**config.mk**
```make
export PLATFORM = sky130hd
export DESIGN_NAME = fep_protect
export DESIGN_NICKNAME = d
export VERILOG_FILES = /design/src/rtl/fep_pkg.sv /design/src/rtl/fep_protect.sv
export SDC_FILE = /design/constraint.sdc
export NUM_CORES = 1
export LEC_CHECK = 0
export BUFFER_PORTS_ARGS = -buffer_cell sky130_fd_sc_hd__buf_2
export CORE_ASPECT_RATIO = 0.5
export CORE_MARGIN = 2
export CORE_UTILIZATION = 32
export DETAILED_ROUTE_END_ITERATION = 10
export GPL_ROUTABILITY_DRIVEN = 0
export GPL_TIMING_DRIVEN = 0
export PLACE_DENSITY = 0.66
export SYNTH_ARGS = -nofsm -noshare
export SYNTH_HDL_FRONTEND = slang
export SYNTH_SLANG_ARGS = --single-unit
```
**constraint.sdc**
```tcl
create_clock -name clk -period 2.85 [get_ports clk]
set_input_delay 0.285 -clock clk [delete_from_list [all_inputs] [get_ports clk]]
set_output_delay 0.285 -clock clk [all_outputs]
set_load 0.02 [all_outputs]
```
**src/rtl/fep_pkg.sv**
```systemverilog
// Package of constants and types for the flash and EEPROM protection block.
// Contract
// - Normal mode: flash protection writes never shrink.
// - Special mode: protection bits freely writable; the flash size field still takes a write only while the old disable bit is set.
// - Reset load flash protection from config byte.
// - Load double fault: flash fully protected.
// - Flash protected target sets violation flag.
// - Flash block erase refused if protected.
// - Mode decoded from operation and disable bits.
// - High size code selects 2/4/8 KB.
// - High size writable only while disable set.
// - Normal mode: EEPROM size may only grow.
// - Normal mode: EEPROM control only one-to-zero.
// - EEPROM control set disables EEPROM protection.
// - Reset load EEPROM protection from config.
// - Load double fault: EEPROM fully protected.
// - EEPROM protected target sets violation flag.
// - EEPROM block erase refused if protected.
// - EEPROM region from base, 32-128 bytes.
// - Flag blocks launches; cleared by writing one.
package fep_pkg;

   // ==========================================
   // Register map, byte addresses.
   localparam logic [7:0] ADDR_STATUS = 8'h00; // Status, flag is write-one-to-clear.
   localparam logic [7:0] ADDR_PFPROT = 8'h08; // Program flash protection.
   localparam logic [7:0] ADDR_EEPROT = 8'h0c; // EEPROM protection.

   // ==========================================
   // Field positions.
   localparam int POS_OPSEL   = 7; // Protection operation select.
   localparam int POS_HIDIS   = 5; // High range disable.
   localparam int POS_HISZ    = 3; // Low bit of high range size.
   localparam int POS_EECTL   = 7; // EEPROM protection control.
   localparam int POS_VIOL    = 4; // Violation flag in status.
   localparam logic [7:0] EE_WMASK = 8'h83; // Implemented EEPROM bits.

   // ==========================================
   // Reset and fault values: everything protected.
   localparam logic [7:0] PF_FULL = 8'h7f;
   localparam logic [7:0] EE_FULL = 8'h03;

   // ==========================================
   // Address space.
   localparam logic [23:0] CFG_PF_BYTE = 24'hff_fe0c; // Source of flash byte.
   localparam logic [23:0] CFG_EE_BYTE = 24'hff_fe0d; // Source of EEPROM byte.
   localparam logic [23:0] HI_2K  = 24'hff_f800;
   localparam logic [23:0] HI_4K  = 24'hff_f000;
   localparam logic [23:0] HI_8K  = 24'hff_e000;
   localparam logic [23:0] EE_BASE = 24'h10_0000;
   localparam logic [23:0] EE_STEP = 24'h00_0020; // 32 bytes per size step.

   // ==========================================
   // Bus answers.
   localparam logic [1:0] RESP_OKAY   = 2'h0;
   localparam logic [1:0] RESP_SLVERR = 2'h2;

   // Command operations seen from the sequencer.
   typedef enum logic [1:0] {
      OP_PROGRAM,
      OP_SECT_ERASE,
      OP_BLK_ERASE,
      OP_OTHER
   } fep_op_e;

   // One command request.
   typedef struct packed {
      logic        isEe;  // Target is the EEPROM array.
      fep_op_e     op;    // Operation kind.
      logic [23:0] addr;  // Global target address.
   } fep_cmd_s;

endpackage

```
**src/rtl/fep_protect.sv**
```systemverilog
// Protection registers, range decode and violation logic for flash and EEPROM.
//
// Local design decision: the AXI4-Lite slave port.
`timescale 1ns/1ps
module fep_protect (
   // Clock and reset.
   input  wire logic            clk,
   input  wire logic            rst_n,
   // Mode strap, high in special single-chip mode.
   input  wire logic            specialMode,
   // Configuration load from the reset sequence.
   input  wire logic            cfgLoad,
   input  wire logic [7:0]      cfgFlashByte,
   input  wire logic            cfgFlashDbf,
   input  wire logic [7:0]      cfgEeByte,
   input  wire logic            cfgEeDbf,
   // Command check toward the sequencer.
   input  wire logic            cmdValid,
   input  wire fep_pkg::fep_cmd_s cmd,
   output logic                 cmdGo,
   output logic                 cmdAbort,
   output logic                 violFlag,
   // AXI4-Lite write channels.
   input  wire logic [7:0]      awaddr,
   input  wire logic            awvalid,
   output logic                 awready,
   input  wire logic [31:0]     wdata,
   input  wire logic [3:0]      wstrb,
   input  wire logic            wvalid,
   output logic                 wready,
   output logic [1:0]           bresp,
   output logic                 bvalid,
   input  wire logic            bready,
   // AXI4-Lite read channels.
   input  wire logic [7:0]      araddr,
   input  wire logic            arvalid,
   output logic                 arready,
   output logic [31:0]          rdata,
   output logic [1:0]           rresp,
   output logic                 rvalid,
   input  wire logic            rready
);

   // ==========================================
   // Functions.

   // Size rank of the high range: 0, 1 or 2 for 2, 4, 8 KB.
   function automatic logic [1:0] hiRank(input logic [1:0] sz);
      hiRank = (sz == 2'h0) ? 2'h0 : (sz == 2'h1) ? 2'h1 : 2'h2;
   endfunction

   // True when the address lies in the selected high range.
   function automatic logic inHigh(input logic [23:0] a, input logic [1:0] sz);
      case (hiRank(sz))
         2'h0:    inHigh = (a >= fep_pkg::HI_2K);
         2'h1:    inHigh = (a >= fep_pkg::HI_4K);
         default: inHigh = (a >= fep_pkg::HI_8K);
      endcase
   endfunction

   // True when a flash address is protected under a setting.
   function automatic logic pfHit(input logic [7:0] p, input logic [23:0] a);
      logic hi;
      hi = inHigh(a, p[fep_pkg::POS_HISZ +: 2]);
      case ({p[fep_pkg::POS_OPSEL], p[fep_pkg::POS_HIDIS]})
         2'b11:   pfHit = 1'b0;
         2'b10:   pfHit = hi;
         2'b01:   pfHit = 1'b1;
         default: pfHit = !hi;
      endcase
   endfunction

   // True when the new flash setting protects all that the old one did.
   function automatic logic pfGrows(input logic [7:0] o, input logic [7:0] n);
      logic [1:0] om;
      logic [1:0] nm;
      logic [1:0] orr;
      logic [1:0] nr;
      om  = {o[fep_pkg::POS_OPSEL], o[fep_pkg::POS_HIDIS]};
      nm  = {n[fep_pkg::POS_OPSEL], n[fep_pkg::POS_HIDIS]};
      orr = hiRank(o[fep_pkg::POS_HISZ +: 2]);
      nr  = hiRank(n[fep_pkg::POS_HISZ +: 2]);
      case (om)
         2'b11:   pfGrows = 1'b1;
         2'b10:   pfGrows = (nm == 2'b01) || (nm == 2'b10 && nr >= orr);
         2'b01:   pfGrows = (nm == 2'b01);
         default: pfGrows = (nm == 2'b01) || (nm == 2'b00 && nr <= orr);
      endcase
   endfunction

   // True when an EEPROM address is protected under a setting.
   function automatic logic eeHit(input logic [7:0] e, input logic [23:0] a);
      logic [23:0] lim;
      lim = fep_pkg::EE_BASE + fep_pkg::EE_STEP * {22'h0, e[1:0]};
      eeHit = !e[fep_pkg::POS_EECTL] && (a >= fep_pkg::EE_BASE)
              && (a < lim + fep_pkg::EE_STEP);
   endfunction

   // ==========================================
   // Protection registers.
   logic [7:0] pfProt;  // Program flash protection.
   logic [7:0] eeProt;  // EEPROM protection.

   // Bus write decode.
   logic       wrFire;      // Write taken this edge.
   logic       wrLane;      // Low byte lane enabled.
   logic [7:0] wByte;       // Written byte.
   logic       wrPf;        // Write to flash protection.
   logic       wrEe;        // Write to EEPROM protection.
   logic       wrStat;      // Write to status.
   logic       wrHit;       // Address is mapped.

   assign wrFire = awvalid && wvalid && awready && wready;
   assign wrLane = wstrb[0];
   assign wByte  = wdata[7:0];
   assign wrHit  = (awaddr == fep_pkg::ADDR_PFPROT) ||
                   (awaddr == fep_pkg::ADDR_EEPROT) ||
                   (awaddr == fep_pkg::ADDR_STATUS);
   assign wrPf   = wrFire && wrLane && awaddr == fep_pkg::ADDR_PFPROT;
   assign wrEe   = wrFire && wrLane && awaddr == fep_pkg::ADDR_EEPROT;
   assign wrStat = wrFire && wrLane && awaddr == fep_pkg::ADDR_STATUS;

   // Candidate flash value: the size field follows the old disable bit.
   logic [7:0] next_pfProt;
   always_comb begin
      next_pfProt = wByte;
      if (!pfProt[fep_pkg::POS_HIDIS]) begin
         next_pfProt[fep_pkg::POS_HISZ +: 2] = pfProt[fep_pkg::POS_HISZ +: 2];
      end
   end

   // Flash protection: loaded from the configuration byte, then software.
   // A refused write is dropped whole so a partial shrink cannot slip in.
   always_ff @(posedge clk) begin
      if (!rst_n) begin
         pfProt <= fep_pkg::PF_FULL;
      end else if (cfgLoad) begin
         if (cfgFlashDbf) begin
            pfProt <= fep_pkg::PF_FULL;
         end else begin
            pfProt <= cfgFlashByte;
         end
      end else if (wrPf) begin
         if (specialMode || pfGrows(pfProt, next_pfProt)) begin
            pfProt <= next_pfProt;
         end
      end
   end

   // EEPROM protection: in normal mode the control bit only falls and
   // the size only rises; each field is judged on its own.
   always_ff @(posedge clk) begin
      if (!rst_n) begin
         eeProt <= fep_pkg::EE_FULL;
      end else if (cfgLoad) begin
         if (cfgEeDbf) begin
            eeProt <= fep_pkg::EE_FULL;
         end else begin
            eeProt <= cfgEeByte & fep_pkg::EE_WMASK;
         end
      end else if (wrEe) begin
         if (specialMode) begin
            eeProt <= wByte & fep_pkg::EE_WMASK;
         end else begin
            eeProt[fep_pkg::POS_EECTL] <= eeProt[fep_pkg::POS_EECTL] &
                                          wByte[fep_pkg::POS_EECTL];
            if (wByte[1:0] > eeProt[1:0]) begin
               eeProt[1:0] <= wByte[1:0];
            end
         end
      end
   end

   // ==========================================
   // Command check.
   logic cmdHit;   // Command would alter protected data.

   always_comb begin
      if (cmd.isEe) begin
         case (cmd.op)
            fep_pkg::OP_PROGRAM,
            fep_pkg::OP_SECT_ERASE: cmdHit = eeHit(eeProt, cmd.addr);
            fep_pkg::OP_BLK_ERASE:  cmdHit = !eeProt[fep_pkg::POS_EECTL];
            default:                cmdHit = 1'b0;
         endcase
      end else begin
         case (cmd.op)
            fep_pkg::OP_PROGRAM,
            fep_pkg::OP_SECT_ERASE: cmdHit = pfHit(pfProt, cmd.addr);
            // Every mode but the open one leaves some sector protected.
            fep_pkg::OP_BLK_ERASE:  cmdHit = !(pfProt[fep_pkg::POS_OPSEL] &&
                                               pfProt[fep_pkg::POS_HIDIS]);
            default:                cmdHit = 1'b0;
         endcase
      end
   end

   // Go and abort are one-cycle pulses; a request under a set flag gets
   // neither, so the sequencer sees it refused.
   always_ff @(posedge clk) begin
      if (!rst_n) begin
         cmdGo    <= 1'b0;
         cmdAbort <= 1'b0;
      end else begin
         cmdGo    <= cmdValid && !violFlag && !cmdHit;
         cmdAbort <= cmdValid && !violFlag && cmdHit;
      end
   end

   // Violation flag: a new violation wins over a clear in the same cycle.
   always_ff @(posedge clk) begin
      if (!rst_n) begin
         violFlag <= 1'b0;
      end else if (cmdValid && !violFlag && cmdHit) begin
         violFlag <= 1'b1;
      end else if (wrStat && wByte[fep_pkg::POS_VIOL]) begin
         violFlag <= 1'b0;
      end
   end

   // ==========================================
   // AXI4-Lite write path: address and data are taken together.
   always_ff @(posedge clk) begin
      if (!rst_n) begin
         awready <= 1'b0;
         wready  <= 1'b0;
      end else begin
         awready <= awvalid && wvalid && !awready && !bvalid;
         wready  <= awvalid && wvalid && !wready && !bvalid;
      end
   end

   // Write response, held until the master takes it.
   always_ff @(posedge clk) begin
      if (!rst_n) begin
         bvalid <= 1'b0;
         bresp  <= fep_pkg::RESP_OKAY;
      end else if (wrFire) begin
         bvalid <= 1'b1;
         bresp  <= wrHit ? fep_pkg::RESP_OKAY : fep_pkg::RESP_SLVERR;
      end else if (bready) begin
         bvalid <= 1'b0;
      end
   end

   // ==========================================
   // AXI4-Lite read path: one beat, answer held until rready.
   logic [31:0] rdMux;  // Read value for the address.
   logic        rdHit;  // Read address is mapped.

   always_comb begin
      rdMux = 32'h0;
      rdHit = 1'b1;
      case (araddr)
         fep_pkg::ADDR_PFPROT: rdMux = {24'h0, pfProt};
         fep_pkg::ADDR_EEPROT: rdMux = {24'h0, eeProt};
         fep_pkg::ADDR_STATUS: rdMux[fep_pkg::POS_VIOL] = violFlag;
         default:              rdHit = 1'b0;
      endcase
   end

   always_ff @(posedge clk) begin
      if (!rst_n) begin
         arready <= 1'b0;
      end else begin
         arready <= arvalid && !arready && !rvalid;
      end
   end

   always_ff @(posedge clk) begin
      if (!rst_n) begin
         rvalid <= 1'b0;
         rdata  <= 32'h0;
         rresp  <= fep_pkg::RESP_OKAY;
      end else if (arvalid && arready) begin
         rvalid <= 1'b1;
         rdata  <= rdMux;
         rresp  <= rdHit ? fep_pkg::RESP_OKAY : fep_pkg::RESP_SLVERR;
      end else if (rready) begin
         rvalid <= 1'b0;
      end
   end

   // ==========================================
   // Assertions.
   property p_load_pf;
      @(posedge clk) disable iff (!rst_n)
      cfgLoad && !cfgFlashDbf |=> pfProt == $past(cfgFlashByte);
   endproperty
   a_load_pf: assert property (p_load_pf) else $error("flash load wrong");

   property p_dbf_pf;
      @(posedge clk) disable iff (!rst_n)
      cfgLoad && cfgFlashDbf |=> pfProt == fep_pkg::PF_FULL;
   endproperty
   a_dbf_pf: assert property (p_dbf_pf) else $error("flash fault load wrong");

   property p_load_ee;
      @(posedge clk) disable iff (!rst_n)
      cfgLoad && !cfgEeDbf |=> eeProt == ($past(cfgEeByte) & fep_pkg::EE_WMASK);
   endproperty
   a_load_ee: assert property (p_load_ee) else $error("eeprom load wrong");

   property p_dbf_ee;
      @(posedge clk) disable iff (!rst_n)
      cfgLoad && cfgEeDbf |=> eeProt == fep_pkg::EE_FULL;
   endproperty
   a_dbf_ee: assert property (p_dbf_ee) else $error("eeprom fault load wrong");

   property p_pf_grow;
      @(posedge clk) disable iff (!rst_n)
      !specialMode && !cfgLoad |=> pfGrows($past(pfProt), pfProt);
   endproperty
   a_pf_grow: assert property (p_pf_grow) else $error("flash protection shrank");

   property p_hisz_lock;
      @(posedge clk) disable iff (!rst_n)
      !cfgLoad && !pfProt[fep_pkg::POS_HIDIS] |=> $stable(pfProt[fep_pkg::POS_HISZ +: 2]);
   endproperty
   a_hisz_lock: assert property (p_hisz_lock) else $error("size field changed");

   property p_ee_ctl;
      @(posedge clk) disable iff (!rst_n)
      !specialMode && !cfgLoad && !eeProt[fep_pkg::POS_EECTL] |=> !eeProt[fep_pkg::POS_EECTL];
   endproperty
   a_ee_ctl: assert property (p_ee_ctl) else $error("eeprom control reopened");

   property p_ee_size;
      @(posedge clk) disable iff (!rst_n)
      !specialMode && !cfgLoad |=> eeProt[1:0] >= $past(eeProt[1:0]);
   endproperty
   a_ee_size: assert property (p_ee_size) else $error("eeprom size shrank");

   property p_viol_block;
      @(posedge clk) disable iff (!rst_n)
      violFlag && cmdValid |=> !cmdGo && !cmdAbort;
   endproperty
   a_viol_block: assert property (p_viol_block) else $error("launch under flag");

   property p_abort_flag;
      @(posedge clk) disable iff (!rst_n)
      cmdAbort |-> violFlag && !cmdGo;
   endproperty
   a_abort_flag: assert property (p_abort_flag) else $error("abort without flag");

   // Under full flash protection every program request made with the flag clear must be aborted.
   property p_full_pf;
      @(posedge clk) disable iff (!rst_n)
      cmdValid && !violFlag && !cmd.isEe && cmd.op == fep_pkg::OP_PROGRAM &&
      !pfProt[fep_pkg::POS_OPSEL] && pfProt[fep_pkg::POS_HIDIS] |=> cmdAbort && violFlag;
   endproperty
   a_full_pf: assert property (p_full_pf) else $error("program under full protection");

   // Flash block erase only goes ahead with protection fully open.
   property p_blk_pf;
      @(posedge clk) disable iff (!rst_n)
      cmdValid && !violFlag && !cmd.isEe && cmd.op == fep_pkg::OP_BLK_ERASE &&
      !(pfProt[fep_pkg::POS_OPSEL] && pfProt[fep_pkg::POS_HIDIS]) |=> cmdAbort && !cmdGo;
   endproperty
   a_blk_pf: assert property (p_blk_pf) else $error("flash block erase let through");

   // EEPROM block erase is refused while any EEPROM sector is protected.
   property p_blk_ee;
      @(posedge clk) disable iff (!rst_n)
      cmdValid && !violFlag && cmd.isEe && cmd.op == fep_pkg::OP_BLK_ERASE &&
      !eeProt[fep_pkg::POS_EECTL] |=> cmdAbort && !cmdGo;
   endproperty
   a_blk_ee: assert property (p_blk_ee) else $error("eeprom block erase let through");

   // With the control bit set the size field must not block anything.
   property p_ee_open;
      @(posedge clk) disable iff (!rst_n)
      cmdValid && !violFlag && cmd.isEe && eeProt[fep_pkg::POS_EECTL] |=> cmdGo;
   endproperty
   a_ee_open: assert property (p_ee_open) else $error("open eeprom refused");

   // The flag only drops on a one written to its status bit.
   property p_viol_hold;
      @(posedge clk) disable iff (!rst_n)
      violFlag && !(wrStat && wByte[fep_pkg::POS_VIOL]) |=> violFlag;
   endproperty
   a_viol_hold: assert property (p_viol_hold) else $error("flag dropped without clear");

   c_abort: cover property (@(posedge clk) disable iff (!rst_n) cmdAbort);
   c_go:    cover property (@(posedge clk) disable iff (!rst_n) cmdGo);
   c_clear: cover property (@(posedge clk) disable iff (!rst_n) violFlag ##1 !violFlag);
   c_reload: cover property (@(posedge clk) disable iff (!rst_n) cfgLoad);
   c_refuse: cover property (@(posedge clk) disable iff (!rst_n) violFlag && cmdValid);

endmodule

```
==> results.md <==
* Result of the run: finished clean
* Maximum capacitance violations at 0
* Total global routing overflow at 0
* Cell type of the slowest stage on the worst timing path: dfxtp_1
* Post-DRT Antenna Nets at 0
* Clock buffer count from CTS at 5
* Part of the Yosys area used for sequential elements at 0.290
* # port buffers at 85
* Share of cells above drive strength 1 at 0.377
* CP Capture Point: pfProt[4]
* Number of non-filler instances in the completed layout at about 440
* Distinct cell type count after synthesis at 48
* Top routing layer used: met4
* Category of the most critical setup path: flop to flop
* Switching pwr at 0.000322 W
* WP data required at 2.98 ns
* Worst skew pair latency at 0.27 ns
* Number of H-tree branching levels at 2
* Clock transition at path regs at 0.05 ns
* Final count of negative-setup-slack endpoints at 0
* Synthesized area at approximately 2000 um2
* Final TNS setup at 0 ns
* Antenna violations before repair at 0
* Cell area power density at ~430 nW/um2
* Worst r2r path cells at 10
* Switch share at 0.268
* Clock period minus final worst setup slack at between 2 and 3 ns
* FF+latch count, synth at 29
* Largest net degree at the start of global routing at 11
* Share of power burned in combinational logic at 0.216
* Number of vias in the routed layout at 2019
* Biggest fanout along the worst timing path at 10
* Static Leak at 1.36 nW
* Routed len/inst at 12.1 um
* TritonCTS clock tree: built
* Clk buf depth at 2
* Worst Hold Slack at 0.251 ns
* FFs w/ async S/R, synth at 0
* Wire length on met2 at 2.58 mm
* Via count of the first global-routing pass at 1917
* Net count reported at finish at roughly 470
* Library cell with the largest summed area after synthesis: dfxtp_1
* Setup clock skew after layout at around 0.005 ns
* Seq pwr share at 0.363
* Most numerous cell in the Yosys netlist: dfxtp_1
* Type of the most critical hold path: primary input to flop
* Total I/O pin count at ~150
* Die area at around 6900 um2
* Count of filler cells inserted in the layout at 597
* Timing-limited maximum frequency at 387 MHz
* Met1 routed wirelength after detailed routing at 2.36 mm
* Final core utilization at 0.458
* Most common library cells after synthesis: dfxtp_1 (29), buf_4 (26), nor2b_1 (17), a21oi_1 (14), mux2i_1 (14)
* Resize count post-CTS at 0
* Portion of the clock cycle consumed by the worst path in the final layout at 0.906
* Worst reg2reg endpoint: pfProt[4]
* Crit path DAT at 2.71 ns
* Hold-fix buffers at CTS at 0
* Residual DRC count at 0
* Post-Place Cells at 431
* Core region area at between 6000 and 7000 um2
* Global-route wire length before repair at 8.18 mm
* Critical path, cell by cell: buf_2, o21ai_0, or2_2, ha_1, nand2b_1, a21oi_1, nor3_1, o211ai_4, mux2i_1, o211ai_1
* Area share of the largest cell type after synthesis at 0.290
* DR pass1 iterations at 4
* Clock Tree Root: clkbuf_16
* Number of enable-type register cells in the synthesized netlist at 0
* Kind of end point of the critical path: flop
* Detailed Route WL at 5.32 mm
* Worst reg2reg path startpoint: pfProt[5]
* Die extent in y at between 50 and 60 um
* Ant. Diodes at 0
* Internal power summed over all cells at about 0.00088 W
* Delay of the slowest cell on the worst path at roughly 0.36 ns
* Unrepaired setup endpoints after global routing: false
* Max-slew violation count at 0
* Violation count after the first detailed-routing iteration at 55
* Area growth from synthesis to final layout at 38.6%
* Placement row count at 20
* Minimum setup slack among reg-to-reg paths at roughly 0.27 ns
* Met3 Wirelength at around 340 um
* Initial cell density of the core at 0.330
* Total count of hold-check failures in the final report at 0
* CP Launch Type: flop
* Post CTS Setup Buffer Count at 0
* Largest cells by area after synthesis: dfxtp_1 (29%), buf_4 (9.8%), mux2i_1 (7.0%)
* Yosys synthesis warning count at 0
* Global-route usage over all layers at 0.154
* Die width at between 100 and 150 um
* Top FF cell, synth: dfxtp_1
* Synthesized instance count at 233
* Clock share of power at 0.421
* Critical path startpoint: pfProt[5]
* Clock sink count at 29
* Avg Synthesized Cell Area at around 8.6 um2
* Maximum resistive drop on vdd at just over 0.2 mV
* Dpl hpwl at 4.45 mm
* Average via count per standard cell at between 4 and 5
-- layout make-up --
type,count,area (um2),area share
Buffer,34,228,0.0822
Clock buffer,7,143,0.0515
Inverter,9,33.8,0.0122
Multi-Input combinational cell,186,1250,0.451
Sequential cell,29,581,0.209
Tap cell,88,110,0.0397
Timing Repair Buffer,85,425,0.153
-- critical path: cells and delay by family, from the launching register on --
kind	cells	cell delay [ns]
AO/OA/AOI/OAI	4	0.74
AND/OR/NAND/NOR	3	0.59
flip-flops	1	0.36
adder cells (fa/ha/maj)	1	0.29
multiplexers	1	0.24
buffers and inverters	1	0.23
-- worst min-delay path by stage --
stage	startpoint	endpoint	cells after the start
2_1_floorplan	cfgFlashByte[2]	pfProt[2]	2
5_1_grt	cfgFlashByte[3]	pfProt[3]	3
3_3_place_gp	wready	wready	1
6_report	cfgFlashByte[3]	pfProt[3]	3
4_1_cts	cfgFlashByte[3]	pfProt[3]	3
3_5_place_dp	wready	wready	1
-- power by group through the flow --
stage | sequential (W) | clock (W) | combinational [W]
6_report | 0.000436 | 0.000506 | 0.000260
5_1_grt | 0.000437 | 0.000528 | 0.000287
4_1_cts | 0.000436 | 0.000512 | 0.000259
3_5_place_dp | 0.000443 | 0 | 0.000258
3_3_place_gp | 0.000443 | 0 | 0.000250
2_1_floorplan | 0.000448 | 0 | 0.000161
-- cells by family after synthesis --
family                     Yosys count  share of synthesized area
AOI/OAI and AO/OA                   56                      0.209
adders and majority gates            8                     0.0501
buffers and inverters               43                      0.131
DFF                                 29                      0.290
muxes                               14                     0.0701
other                                1                    0.00188
and+or+nand+nor                     82                      0.248
-- state kept, by name, summed over array words and instances (netlist names) --
| name | cells |
|---|---|
| arready | 1 |
| awready | 1 |
| bresp | 1 |
| bvalid | 1 |
| cmdAbort | 1 |
| cmdGo | 1 |
| eeProt | 3 |
| pfProt | 8 |
| rdata | 8 |
| rresp | 1 |
| rvalid | 1 |
| violFlag | 1 |
| wready | 1 |
-- metal layers --
metal  up-vias  global-route usage
li1       1024                   -
met1       922               0.177
met2        67               0.287
met3         6              0.0385
met4         0              0.0459
met5         -                   0
-- stage by stage --
step	setup slack, ns	total power [W]	instance area (um2)
after detailed placement	0.316	0.000701	2630
after CTS	0.277	0.00121	2770
final	0.267	0.00120	2770
after global placement	0.342	0.000693	2630
after global routing	0.134	0.00125	2770
after floorplan	0.576	0.000608	2090
-- placed cells by master (no fill, tap or decap), types with 2 or more instances in the layout --
cell | netlist | layout
nor3_1 | 10 | 10
a21boi_0 | 3 | 3
clkbuf_1 | 6 | 7
nand3_1 | 2 | 2
a22oi_1 | 5 | 5
nor2b_1 | 17 | 17
nor4_1 | 4 | 4
or4_1 | 2 | 2
a31o_1 | 2 | 2
a21oi_1 | 14 | 14
nor3_2 | 2 | 2
o21ai_0 | 12 | 12
a31oi_1 | 2 | 2
inv_1 | 9 | 9
nand2_1 | 11 | 11
clkbuf_16 | 0 | 5
nand2b_1 | 8 | 8
nand4_1 | 4 | 4
o211ai_1 | 3 | 3
buf_4 | 26 | 26
conb_1 | 1 | 26
nor4_4 | 2 | 2
dfxtp_1 | 29 | 29
nor2_1 | 11 | 11
ha_1 | 8 | 8
buf_2 | 1 | 86
o311ai_2 | 2 | 2
mux2i_1 | 14 | 14
nand3b_1 | 3 | 3
Note: power is estimated with default switching activity, not from simulation.
